`config.mk`:
```
export PLATFORM = sky130hd
export DESIGN_NAME = fiws_seq
export DESIGN_NICKNAME = d
export VERILOG_FILES = /design/src/fiws_pkg.sv /design/src/fiws_seq.sv /design/src/fiws_wbuf.sv
export SDC_FILE = /design/constraint.sdc
export NUM_CORES = 1
export LEC_CHECK = 0
export ABC_CLOCK_PERIOD_IN_PS = 5050
export BUFFER_PORTS_ARGS = -buffer_cell sky130_fd_sc_hd__buf_2
export CORE_MARGIN = 10
export CORE_UTILIZATION = 53
export CTS_CLUSTER_SIZE = 8
export DETAILED_ROUTE_END_ITERATION = 7
export GPL_TIMING_DRIVEN = 0
export PLACE_DENSITY = 0.75
export SETUP_SLACK_MARGIN = 0.3
export SLEW_MARGIN = 20
export SYNTH_ARGS = -nofsm -noshare
export SYNTH_HDL_FRONTEND = slang
export SYNTH_SLANG_ARGS = --single-unit
```
`constraint.sdc`:
```
create_clock -name clk_i -period 5.05 [get_ports clk_i]
set_clock_uncertainty 0.15 [all_clocks]
set_input_delay 0.2525 -clock clk_i [delete_from_list [all_inputs] [get_ports clk_i]]
set_output_delay 0.2525 -clock clk_i [all_outputs]
set_load 0.05 [all_outputs]
```
`src/fiws_pkg.sv`:
```
/*
  Shared constants and types of the flash in-application programming sequencer.
  Assumes a 125 MHz system clock and a 13-bit word address into the program flash.
*/
`default_nettype none

package fiws_pkg;

  // Operation select codes
  localparam logic [2:0] MODE_WRITE  = 3'h0;
  localparam logic [2:0] MODE_ERASE  = 3'h1;
  localparam logic [2:0] MODE_READ   = 3'h3;
  localparam logic [2:0] MODE_UNLOCK = 3'h6;

  // Geometry
  localparam int ADDR_W     = 13;
  localparam int WORD_W     = 16;
  localparam int PAGE_WORDS = 32;
  localparam int PAGE_LSB   = 5;
  localparam int KEY_BYTES  = 6;

  // Unlock key, in order low/high of the three auxiliary data words
  localparam logic [7:0] KEY_BYTE [KEY_BYTES] = '{8'h00, 8'h04, 8'h0d, 8'h09, 8'hc3, 8'h40};

  // Timing
  localparam int CLK_PERIOD_PS   = 8000;
  localparam int PROG_TIME_US    = 2200;
  // Worked in ns steps so the product stays inside a 32-bit int
  localparam int PROG_CYCLES     = (PROG_TIME_US * 1000) / (CLK_PERIOD_PS / 1000);
  localparam int READ_INSTR      = 3;
  localparam int CLKS_PER_INSTR  = 4;
  localparam int READ_CYCLES     = READ_INSTR * CLKS_PER_INSTR;
  localparam int UNLOCK_CYCLES   = 1024;
  localparam int CNT_W           = 20;

  // Reset values
  localparam logic [7:0] DATA_RST = 8'h00;

  typedef enum logic [2:0] {
    ST_IDLE,
    ST_ERASE,
    ST_SCAN,
    ST_WAIT,
    ST_READ
  } fiws_fsm_t;

endpackage

`default_nettype wire

```
`src/fiws_seq.sv`:
```
/*
  Flash in-application programming sequencer: unlock, page erase, buffered page write
  and single-word read, with CPU stall while an operation runs.
  Assumes control strobes are one-cycle pulses synchronous to clk_i and that the flash
  array returns read data within the read time.
*/
// Behaviour
// - Erase mode plus trigger erases page, self-clears
// - Erase always covers one whole page
// - Write trigger copies buffer into flash, self-clears
// - Write trigger stays high about 2.2 ms
// - CPU halted while any operation runs
// - Whole buffer written inside one page
// - Buffer clear bit empties write buffer
// - Reprogram same page without erase allowed
// - Erase/write refused unless enabled flag set
// - Clearing enabled flag blocks erase and write
// - Read needs read mode, enable, trigger
// - Read word lands in data registers
// - Read trigger falls after three instruction cycles
// - Read works without the unlock
// - Buffer holds one 32-word page
// - High byte write advances pointer, saturating
// - Unlock mode, start bit, timed six-byte key
// - Correct key in window sets enabled flag
`timescale 1ns/10ps
`default_nettype none

module fiws_seq #(
  parameter int PROG_CYCLES   = fiws_pkg::PROG_CYCLES,
  parameter int UNLOCK_CYCLES = fiws_pkg::UNLOCK_CYCLES
) (
  // Clock and reset
  input  wire logic        clk_i,
  input  wire logic        nrst_i,
  // Control bits from software
  input  wire logic [2:0]  op_mode_i,
  input  wire logic        read_enable_i,
  input  wire logic        write_trigger_set_i,
  input  wire logic        read_trigger_set_i,
  input  wire logic        buffer_clear_set_i,
  input  wire logic        unlock_start_set_i,
  input  wire logic        ew_enable_clear_i,
  // Register writes
  input  wire logic        addr_low_wr_i,
  input  wire logic        addr_high_wr_i,
  input  wire logic        data_low_wr_i,
  input  wire logic        data_high_wr_i,
  input  wire logic        key_wr_i,
  input  wire logic [2:0]  key_sel_i,
  input  wire logic [7:0]  wdata_i,
  // Status to software
  output logic             write_trigger_o,
  output logic             read_trigger_o,
  output logic             unlock_start_o,
  output logic             ew_enabled_o,
  output logic             cpu_stall_o,
  output logic [7:0]       data_low_o,
  output logic [7:0]       data_high_o,
  // Flash array
  output logic             flash_erase_o,
  output logic             flash_wr_o,
  output logic             flash_rd_o,
  output logic [12:0]      flash_addr_o,
  output logic [15:0]      flash_wdata_o,
  input  wire logic [15:0] flash_rdata_i
);

  localparam int IW = $clog2(fiws_pkg::PAGE_WORDS);
  localparam int CW = fiws_pkg::CNT_W;

  typedef struct packed {
    fiws_pkg::fiws_fsm_t                   st;
    logic                                  wt;
    logic                                  rt;
    logic                                  unl;
    logic                                  ewen;
    logic                                  stall;
    logic [fiws_pkg::ADDR_W-1:0]           addr;
    logic [7:0]                            dlo;
    logic [7:0]                            dhi;
    logic [CW-1:0]                         cnt;
    logic [CW-1:0]                         ucnt;
    logic [IW-1:0]                         idx;
    logic [fiws_pkg::KEY_BYTES-1:0]        keyok;
    logic                                  er;
    logic                                  wr;
    logic                                  rd;
    logic [fiws_pkg::ADDR_W-1:0]           faddr;
    logic [fiws_pkg::WORD_W-1:0]           fwdata;
  } fiws_seq_t;

  fiws_seq_t s_reg;
  fiws_seq_t s_next;

  logic [fiws_pkg::WORD_W-1:0] buf_data;
  logic                        buf_valid;
  logic                        key_done;
  logic                        idle;

  assign idle = (s_reg.st == fiws_pkg::ST_IDLE);

  fiws_wbuf #(
    .WORDS (fiws_pkg::PAGE_WORDS),
    .W     (fiws_pkg::WORD_W)
  ) u_wbuf (
    .clk_i      (clk_i),
    .nrst_i     (nrst_i),
    .ptr_load_i (addr_low_wr_i),
    .ptr_val_i  (wdata_i[IW-1:0]),
    .wr_i       (data_high_wr_i),
    .wdata_i    ({wdata_i, s_reg.dlo}),
    .clear_i    (buffer_clear_set_i && idle),
    .rd_idx_i   (s_reg.idx),
    .rd_data_o  (buf_data),
    .rd_valid_o (buf_valid)
  );

  always_comb begin
    s_next    = s_reg;
    s_next.er = 1'b0;
    s_next.wr = 1'b0;
    s_next.rd = 1'b0;
    key_done  = 1'b0;

    if (addr_low_wr_i) begin
      s_next.addr[7:0] = wdata_i;
    end
    if (addr_high_wr_i) begin
      s_next.addr[fiws_pkg::ADDR_W-1:8] = wdata_i[fiws_pkg::ADDR_W-9:0];
    end
    if (data_low_wr_i) begin
      s_next.dlo = wdata_i;
    end
    if (data_high_wr_i) begin
      s_next.dhi = wdata_i;
    end

    // Unlock window: the start bit drops by itself when the timer runs out
    if (unlock_start_set_i && op_mode_i == fiws_pkg::MODE_UNLOCK) begin
      s_next.unl   = 1'b1;
      s_next.ucnt  = CW'(UNLOCK_CYCLES - 1);
      s_next.keyok = '0;
    end else if (s_reg.unl) begin
      if (s_reg.ucnt == '0) begin
        s_next.unl = 1'b0;
      end else begin
        s_next.ucnt = s_reg.ucnt - 1'b1;
      end
      if (key_wr_i && key_sel_i < 3'(fiws_pkg::KEY_BYTES)) begin
        s_next.keyok[key_sel_i] = (wdata_i == fiws_pkg::KEY_BYTE[key_sel_i]);
      end
      key_done = &s_next.keyok;
    end
    // Setting by a good key wins over a clear in the same cycle
    if (key_done) begin
      s_next.ewen  = 1'b1;
      s_next.keyok = '0;
    end else if (ew_enable_clear_i) begin
      s_next.ewen = 1'b0;
    end

    unique case (s_reg.st)
      fiws_pkg::ST_IDLE: begin
        if (write_trigger_set_i && s_reg.ewen) begin
          if (op_mode_i == fiws_pkg::MODE_ERASE) begin
            s_next.st    = fiws_pkg::ST_ERASE;
            s_next.wt    = 1'b1;
            s_next.stall = 1'b1;
            s_next.er    = 1'b1;
            s_next.faddr = {s_reg.addr[fiws_pkg::ADDR_W-1:fiws_pkg::PAGE_LSB], 5'h00};
            s_next.cnt   = CW'(PROG_CYCLES - 1);
          end else if (op_mode_i == fiws_pkg::MODE_WRITE) begin
            // No erase state is kept, so a page may be reprogrammed after a retry
            s_next.st    = fiws_pkg::ST_SCAN;
            s_next.wt    = 1'b1;
            s_next.stall = 1'b1;
            s_next.idx   = '0;
          end
        end else if (read_trigger_set_i && op_mode_i == fiws_pkg::MODE_READ && read_enable_i) begin
          s_next.st    = fiws_pkg::ST_READ;
          s_next.rt    = 1'b1;
          s_next.stall = 1'b1;
          s_next.rd    = 1'b1;
          s_next.faddr = s_reg.addr;
          s_next.cnt   = CW'(fiws_pkg::READ_CYCLES - 1);
        end
      end
      fiws_pkg::ST_SCAN: begin
        // Only loaded words reach the array; empty slots keep their flash content
        if (buf_valid) begin
          s_next.wr     = 1'b1;
          s_next.faddr  = {s_reg.addr[fiws_pkg::ADDR_W-1:fiws_pkg::PAGE_LSB], s_reg.idx};
          s_next.fwdata = buf_data;
        end
        if (s_reg.idx == IW'(fiws_pkg::PAGE_WORDS - 1)) begin
          s_next.st  = fiws_pkg::ST_WAIT;
          s_next.cnt = CW'(PROG_CYCLES - 1);
        end else begin
          s_next.idx = s_reg.idx + 1'b1;
        end
      end
      fiws_pkg::ST_ERASE,
      fiws_pkg::ST_WAIT: begin
        if (s_reg.cnt == '0) begin
          s_next.st    = fiws_pkg::ST_IDLE;
          s_next.wt    = 1'b0;
          s_next.stall = 1'b0;
        end else begin
          s_next.cnt = s_reg.cnt - 1'b1;
        end
      end
      fiws_pkg::ST_READ: begin
        if (s_reg.cnt == '0) begin
          s_next.st  = fiws_pkg::ST_IDLE;
          s_next.rt  = 1'b0;
          s_next.stall = 1'b0;
          s_next.dhi = flash_rdata_i[15:8];
          s_next.dlo = flash_rdata_i[7:0];
        end else begin
          s_next.cnt = s_reg.cnt - 1'b1;
        end
      end
    endcase
  end

  always_ff @(posedge clk_i or negedge nrst_i) begin
    if (!nrst_i) begin
      s_reg     <= '0;
      s_reg.st  <= fiws_pkg::ST_IDLE;
      s_reg.dlo <= fiws_pkg::DATA_RST;
      s_reg.dhi <= fiws_pkg::DATA_RST;
    end else begin
      s_reg <= s_next;
    end
  end

  assign write_trigger_o = s_reg.wt;
  assign read_trigger_o  = s_reg.rt;
  assign unlock_start_o  = s_reg.unl;
  assign ew_enabled_o    = s_reg.ewen;
  assign cpu_stall_o     = s_reg.stall;
  assign data_low_o      = s_reg.dlo;
  assign data_high_o     = s_reg.dhi;
  assign flash_erase_o   = s_reg.er;
  assign flash_wr_o      = s_reg.wr;
  assign flash_rd_o      = s_reg.rd;
  assign flash_addr_o    = s_reg.faddr;
  assign flash_wdata_o   = s_reg.fwdata;

  // Length of the running read trigger pulse; a counter keeps the read time check cheap to evaluate
  logic [4:0] rt_len_reg;

  always_ff @(posedge clk_i or negedge nrst_i) begin
    if (!nrst_i) begin
      rt_len_reg <= 5'h00;
    end else if (read_trigger_o) begin
      rt_len_reg <= rt_len_reg + 5'h01;
    end else begin
      rt_len_reg <= 5'h00;
    end
  end
endmodule

`default_nettype wire

```
`src/fiws_wbuf.sv`:
```
/*
  Page write buffer: one page of words, a valid bit per word and a load pointer.
  Assumes the pointer is preset from the low address byte and loads are whole words.
*/
`timescale 1ns/10ps
`default_nettype none

module fiws_wbuf #(
  parameter int WORDS = fiws_pkg::PAGE_WORDS,
  parameter int W     = fiws_pkg::WORD_W
) (
  // Clock and reset
  input  wire logic                     clk_i,
  input  wire logic                     nrst_i,
  // Load side
  input  wire logic                     ptr_load_i,
  input  wire logic [$clog2(WORDS)-1:0] ptr_val_i,
  input  wire logic                     wr_i,
  input  wire logic [W-1:0]             wdata_i,
  input  wire logic                     clear_i,
  // Drain side
  input  wire logic [$clog2(WORDS)-1:0] rd_idx_i,
  output logic      [W-1:0]             rd_data_o,
  output logic                          rd_valid_o
);

  localparam int IW = $clog2(WORDS);

  typedef struct packed {
    logic [WORDS-1:0][W-1:0] mem;
    logic [WORDS-1:0]        vld;
    logic [IW-1:0]           ptr;
  } fiws_wbuf_t;

  fiws_wbuf_t s_reg;
  fiws_wbuf_t s_next;

  always_comb begin
    s_next = s_reg;
    if (ptr_load_i) begin
      s_next.ptr = ptr_val_i;
    end
    if (clear_i) begin
      s_next.vld = '0;
    end else if (wr_i) begin
      s_next.mem[s_reg.ptr] = wdata_i;
      s_next.vld[s_reg.ptr] = 1'b1;
      // Stop at the last word of the page instead of wrapping onto its start
      if (s_reg.ptr != IW'(WORDS - 1)) begin
        s_next.ptr = s_reg.ptr + 1'b1;
      end
    end
  end

  always_ff @(posedge clk_i or negedge nrst_i) begin
    if (!nrst_i) begin
      s_reg <= '0;
    end else begin
      s_reg <= s_next;
    end
  end

  assign rd_data_o  = s_reg.mem[rd_idx_i];
  assign rd_valid_o = s_reg.vld[rd_idx_i];

endmodule

`default_nettype wire

```
==> flow_summary.yaml <==
synth:
  synth_top_family_by_area: "multiplexers"
  yosysTopAreaCell: "dfrtp_1"
  synth-compound-area-share: 0.0573
  postSynth.asyncResetShare: 1.00
  yosys_warnings: 0
  synth_fa_ha_area_frac: 0.00361
  synthTopCellsByArea: "dfrtp_1, mux2_2, mux4_2"
  syn_area_mm2: 0.0312
  syn_avg_cell_area_um2: 13.6
  ys_ff_latch: 669
  synth_ff_type: "dfrtp_1"
  synth_nets: 2342
  synth.area.mux_share: 0.292
  synth_edf_count: 0
  synth-xor-area-share: 0.00786
  synth_cells: 2290
  synth_top_area_share: 0.537
  ys_types: 67
  synthSimpleGateAreaFrac: 0.0629
  yosysSeqAreaShare: 0.537
layout:
  instances_no_fill: 3286
  finalNetCount: 2565
  drive_gt1_frac: 0.401
  utilization: 0.613
  stdcell_area_mm2: 0.0356
  largest_reg_flops: 549
  syn_to_final_growth_pct: 14.1
placed_design:
  hpwl_um: 55200
  port_buffers: 88
  dp_slack_ns: 1.04
  dpl-instance-area_mm2: 0.0328
  gp_congestion: 0.873
  place_inst: 3150
clock_network:
  cts.sinks: 669
  clk_latency_ns: 0.64
  cts_setup_buffers: 0
  cts_buffers: 93
  cts_tree: "done"
  root_buffer: "clkbuf_16"
  clock_path_buffers: 3
  path_clk_slew_ns: 0.05
  htreeDepth: 3
detailed_routing:
  totalWireLength_um: 80700
  via_per_inst: 6.16
  dr.pass1.iters: 5
  drt_iter0_markers: 1736
  ant_nets: 0
  drcViolationCount: 0
  wl_per_cell_um: 24.5
  vias: 20200
power_and_ir_drop:
  total_power_mw: 19.4
  p_sw_mw: 5.62
  vdd_ir_drop_max_mv: 0.462
  p_seq_frac: 0.451
  leakagePower_nw: 16.4
  power_density_mw_per_mm2: 544
  p_int_mw: 13.7
  switching_share: 0.290
  comb_power_share: 0.265
  p_clk_frac: 0.284
sta:
  clock.fmax_mhz: 239
  layout_setup_ws_ns: 0.868
  timing.hold.ws_ns: 0.0195
  period_share: 0.828
  slew_headroom: 0.276
  setup_viol: 0
  grt_setup_unrepaired: "false"
  tns_ns: 0
  hold_violations: 0
  report.final.slew_viol_count: 0
  tightest_slew_ns: 1.09
  final.min_clock_period_ns: 4.18
global_route:
  grt_max_degree: 106
  grt_pass1_wl_um: 125000
  grt_pass1_vias: 21700
  grt_usage: 0.231
  antenna_found_initial: 1
  overflow: 0
die:
  io_pins: 96
  initial_core_util: 0.538
  core_mm2: 0.0580
  row_count: 88
  die_h_um: 263
  dieWidth_um: 263
  die-area_mm2: 0.0690
worst_setup_path:
  crit_path_start_kind: "register"
  worstSetupEndpointType: "register"
  crit_fanout: 10
  crit_required_ns: 5.47
  crit_arrival_ns: 4.60
  crit_type: "reg2reg"
status:
  outcome: "finished, final reports clean"
worst_hold_path:
  hp-class: "in2async"
run:
  max-cap-violations: 0
final timing paths:
path	from	endpoint	slack [ns]	cells after the start
max in group asynchronous	nrst_i	u_wbuf.s_reg[62]	3.20	5
worst min register to register	u_wbuf.s_reg[23]	u_wbuf.s_reg[23]	0.32	2
worst max register to register	s_reg[39]	flash_wdata_o[15]	0.87	7
worst max-delay path	s_reg[39]	flash_wdata_o[15]	0.87	7
min in group clk_i	wdata_i[7]	u_wbuf.s_reg[84]	0.02	2
worst min-delay path	nrst_i	s_reg[69]	0.02	2
critical path: stages (launching register included):
cell	delay, ns
dfrtp_1	0.35
clkbuf_1	0.45
clkbuf_1	0.73
clkbuf_1	0.87
mux4_2	0.37
o22ai_1	0.08
o31ai_1	0.81
mux2_2	0.30
cells by family (layout without fill, tap and decap cells):
group / after synthesis / after routing
multiplexers: 684 / 684
flip-flops: 669 / 669
AND/OR/NAND/NOR: 384 / 384
AO/OA/AOI/OAI: 275 / 275
buffers and inverters: 241 / 470
XOR/XNOR: 28 / 28
adder cells (fa/ha/maj): 9 / 9
other: 0 / 2
layout make-up:
cell class / count / area, µm²
Antenna cell: 2 / 5.00
Buffer: 226 / 1200
Clock buffer: 96 / 2400
Clock inverter: 5 / 47.5
Fill cell: 4282 / 22400
Inverter: 15 / 56.3
Multi-Input combinational cell: 1380 / 13200
Sequential cell: 669 / 16700
Tap cell: 765 / 957
Timing Repair Buffer: 128 / 973
layer usage:
metal  up-vias  global-route usage  wire length, µm  part of all wire
li1       8742                   -                -                 -
met1     10600               0.297            33200              0.41
met2       674               0.371            39000              0.48
met3       174              0.0553             5380             0.067
met4         2              0.0935             3130             0.039
met5         -                   0               17           0.00021
power groups by stage:
stage / clock network, mW / registers [mW] / logic, mW
detailed placement: 0 / 8.73 / 5.07
global placement: 0 / 8.53 / 4.81
CTS: 5.55 / 8.69 / 5.15
finish: 5.49 / 8.74 / 5.13
global route: 5.77 / 8.94 / 5.54
floorplan: 0 / 8.31 / 4.04
cells in the final DEF (no fill, tap or decap), types with 9 or more instances in the layout:
cell type / n
clkbuf_16: 96
nand2_1: 145
inv_1: 15
o22ai_1: 37
buf_4: 82
mux4_2: 128
mux2i_1: 38
buf_1: 10
clkbuf_1: 102
o21ai_0: 80
o31ai_1: 22
mux2_2: 518
xnor2_1: 24
nand3_1: 14
dfrtp_1: 669
a21oi_1: 56
a22o_1: 35
nor2_1: 77
nor3_1: 19
dlygate4sd3_1: 33
nand2b_1: 12
buf_2: 118
ha_1: 9
or3_1: 11
nand2_2: 32
synth_stat cells (3+ instances only):
master / instances
mux2i_1: 38
a22oi_1: 5
nor2b_1: 7
o311a_1: 3
o21ai_0: 80
and4b_1: 3
or4_4: 5
or3_1: 11
a21oi_1: 56
buf_4: 82
o22a_1: 6
nand3_1: 14
xnor2_1: 24
and3b_1: 4
mux4_2: 128
nor4_1: 8
mux2_2: 518
ha_1: 9
o21a_1: 8
buf_2: 31
or2_2: 3
nand2_2: 32
and2_1: 5
nor4b_1: 4
and3_1: 7
xor2_1: 4
o31ai_1: 22
nor4_2: 5
nand2b_1: 12
nor2_1: 77
o22ai_1: 37
or4b_2: 3
clkbuf_1: 102
dfrtp_1: 669
nand2_1: 145
a211oi_1: 3
buf_1: 10
a22o_1: 35
nor3b_1: 8
nor3_1: 19
inv_1: 15
timing repair:
item | 4_1_cts | 5_1_grt
hold buffers | 33 | 0
endpoints found under the hold margin | 429 | 0
gates resized for setup | 0 | 0
Power figures use the tool's default switching activity.
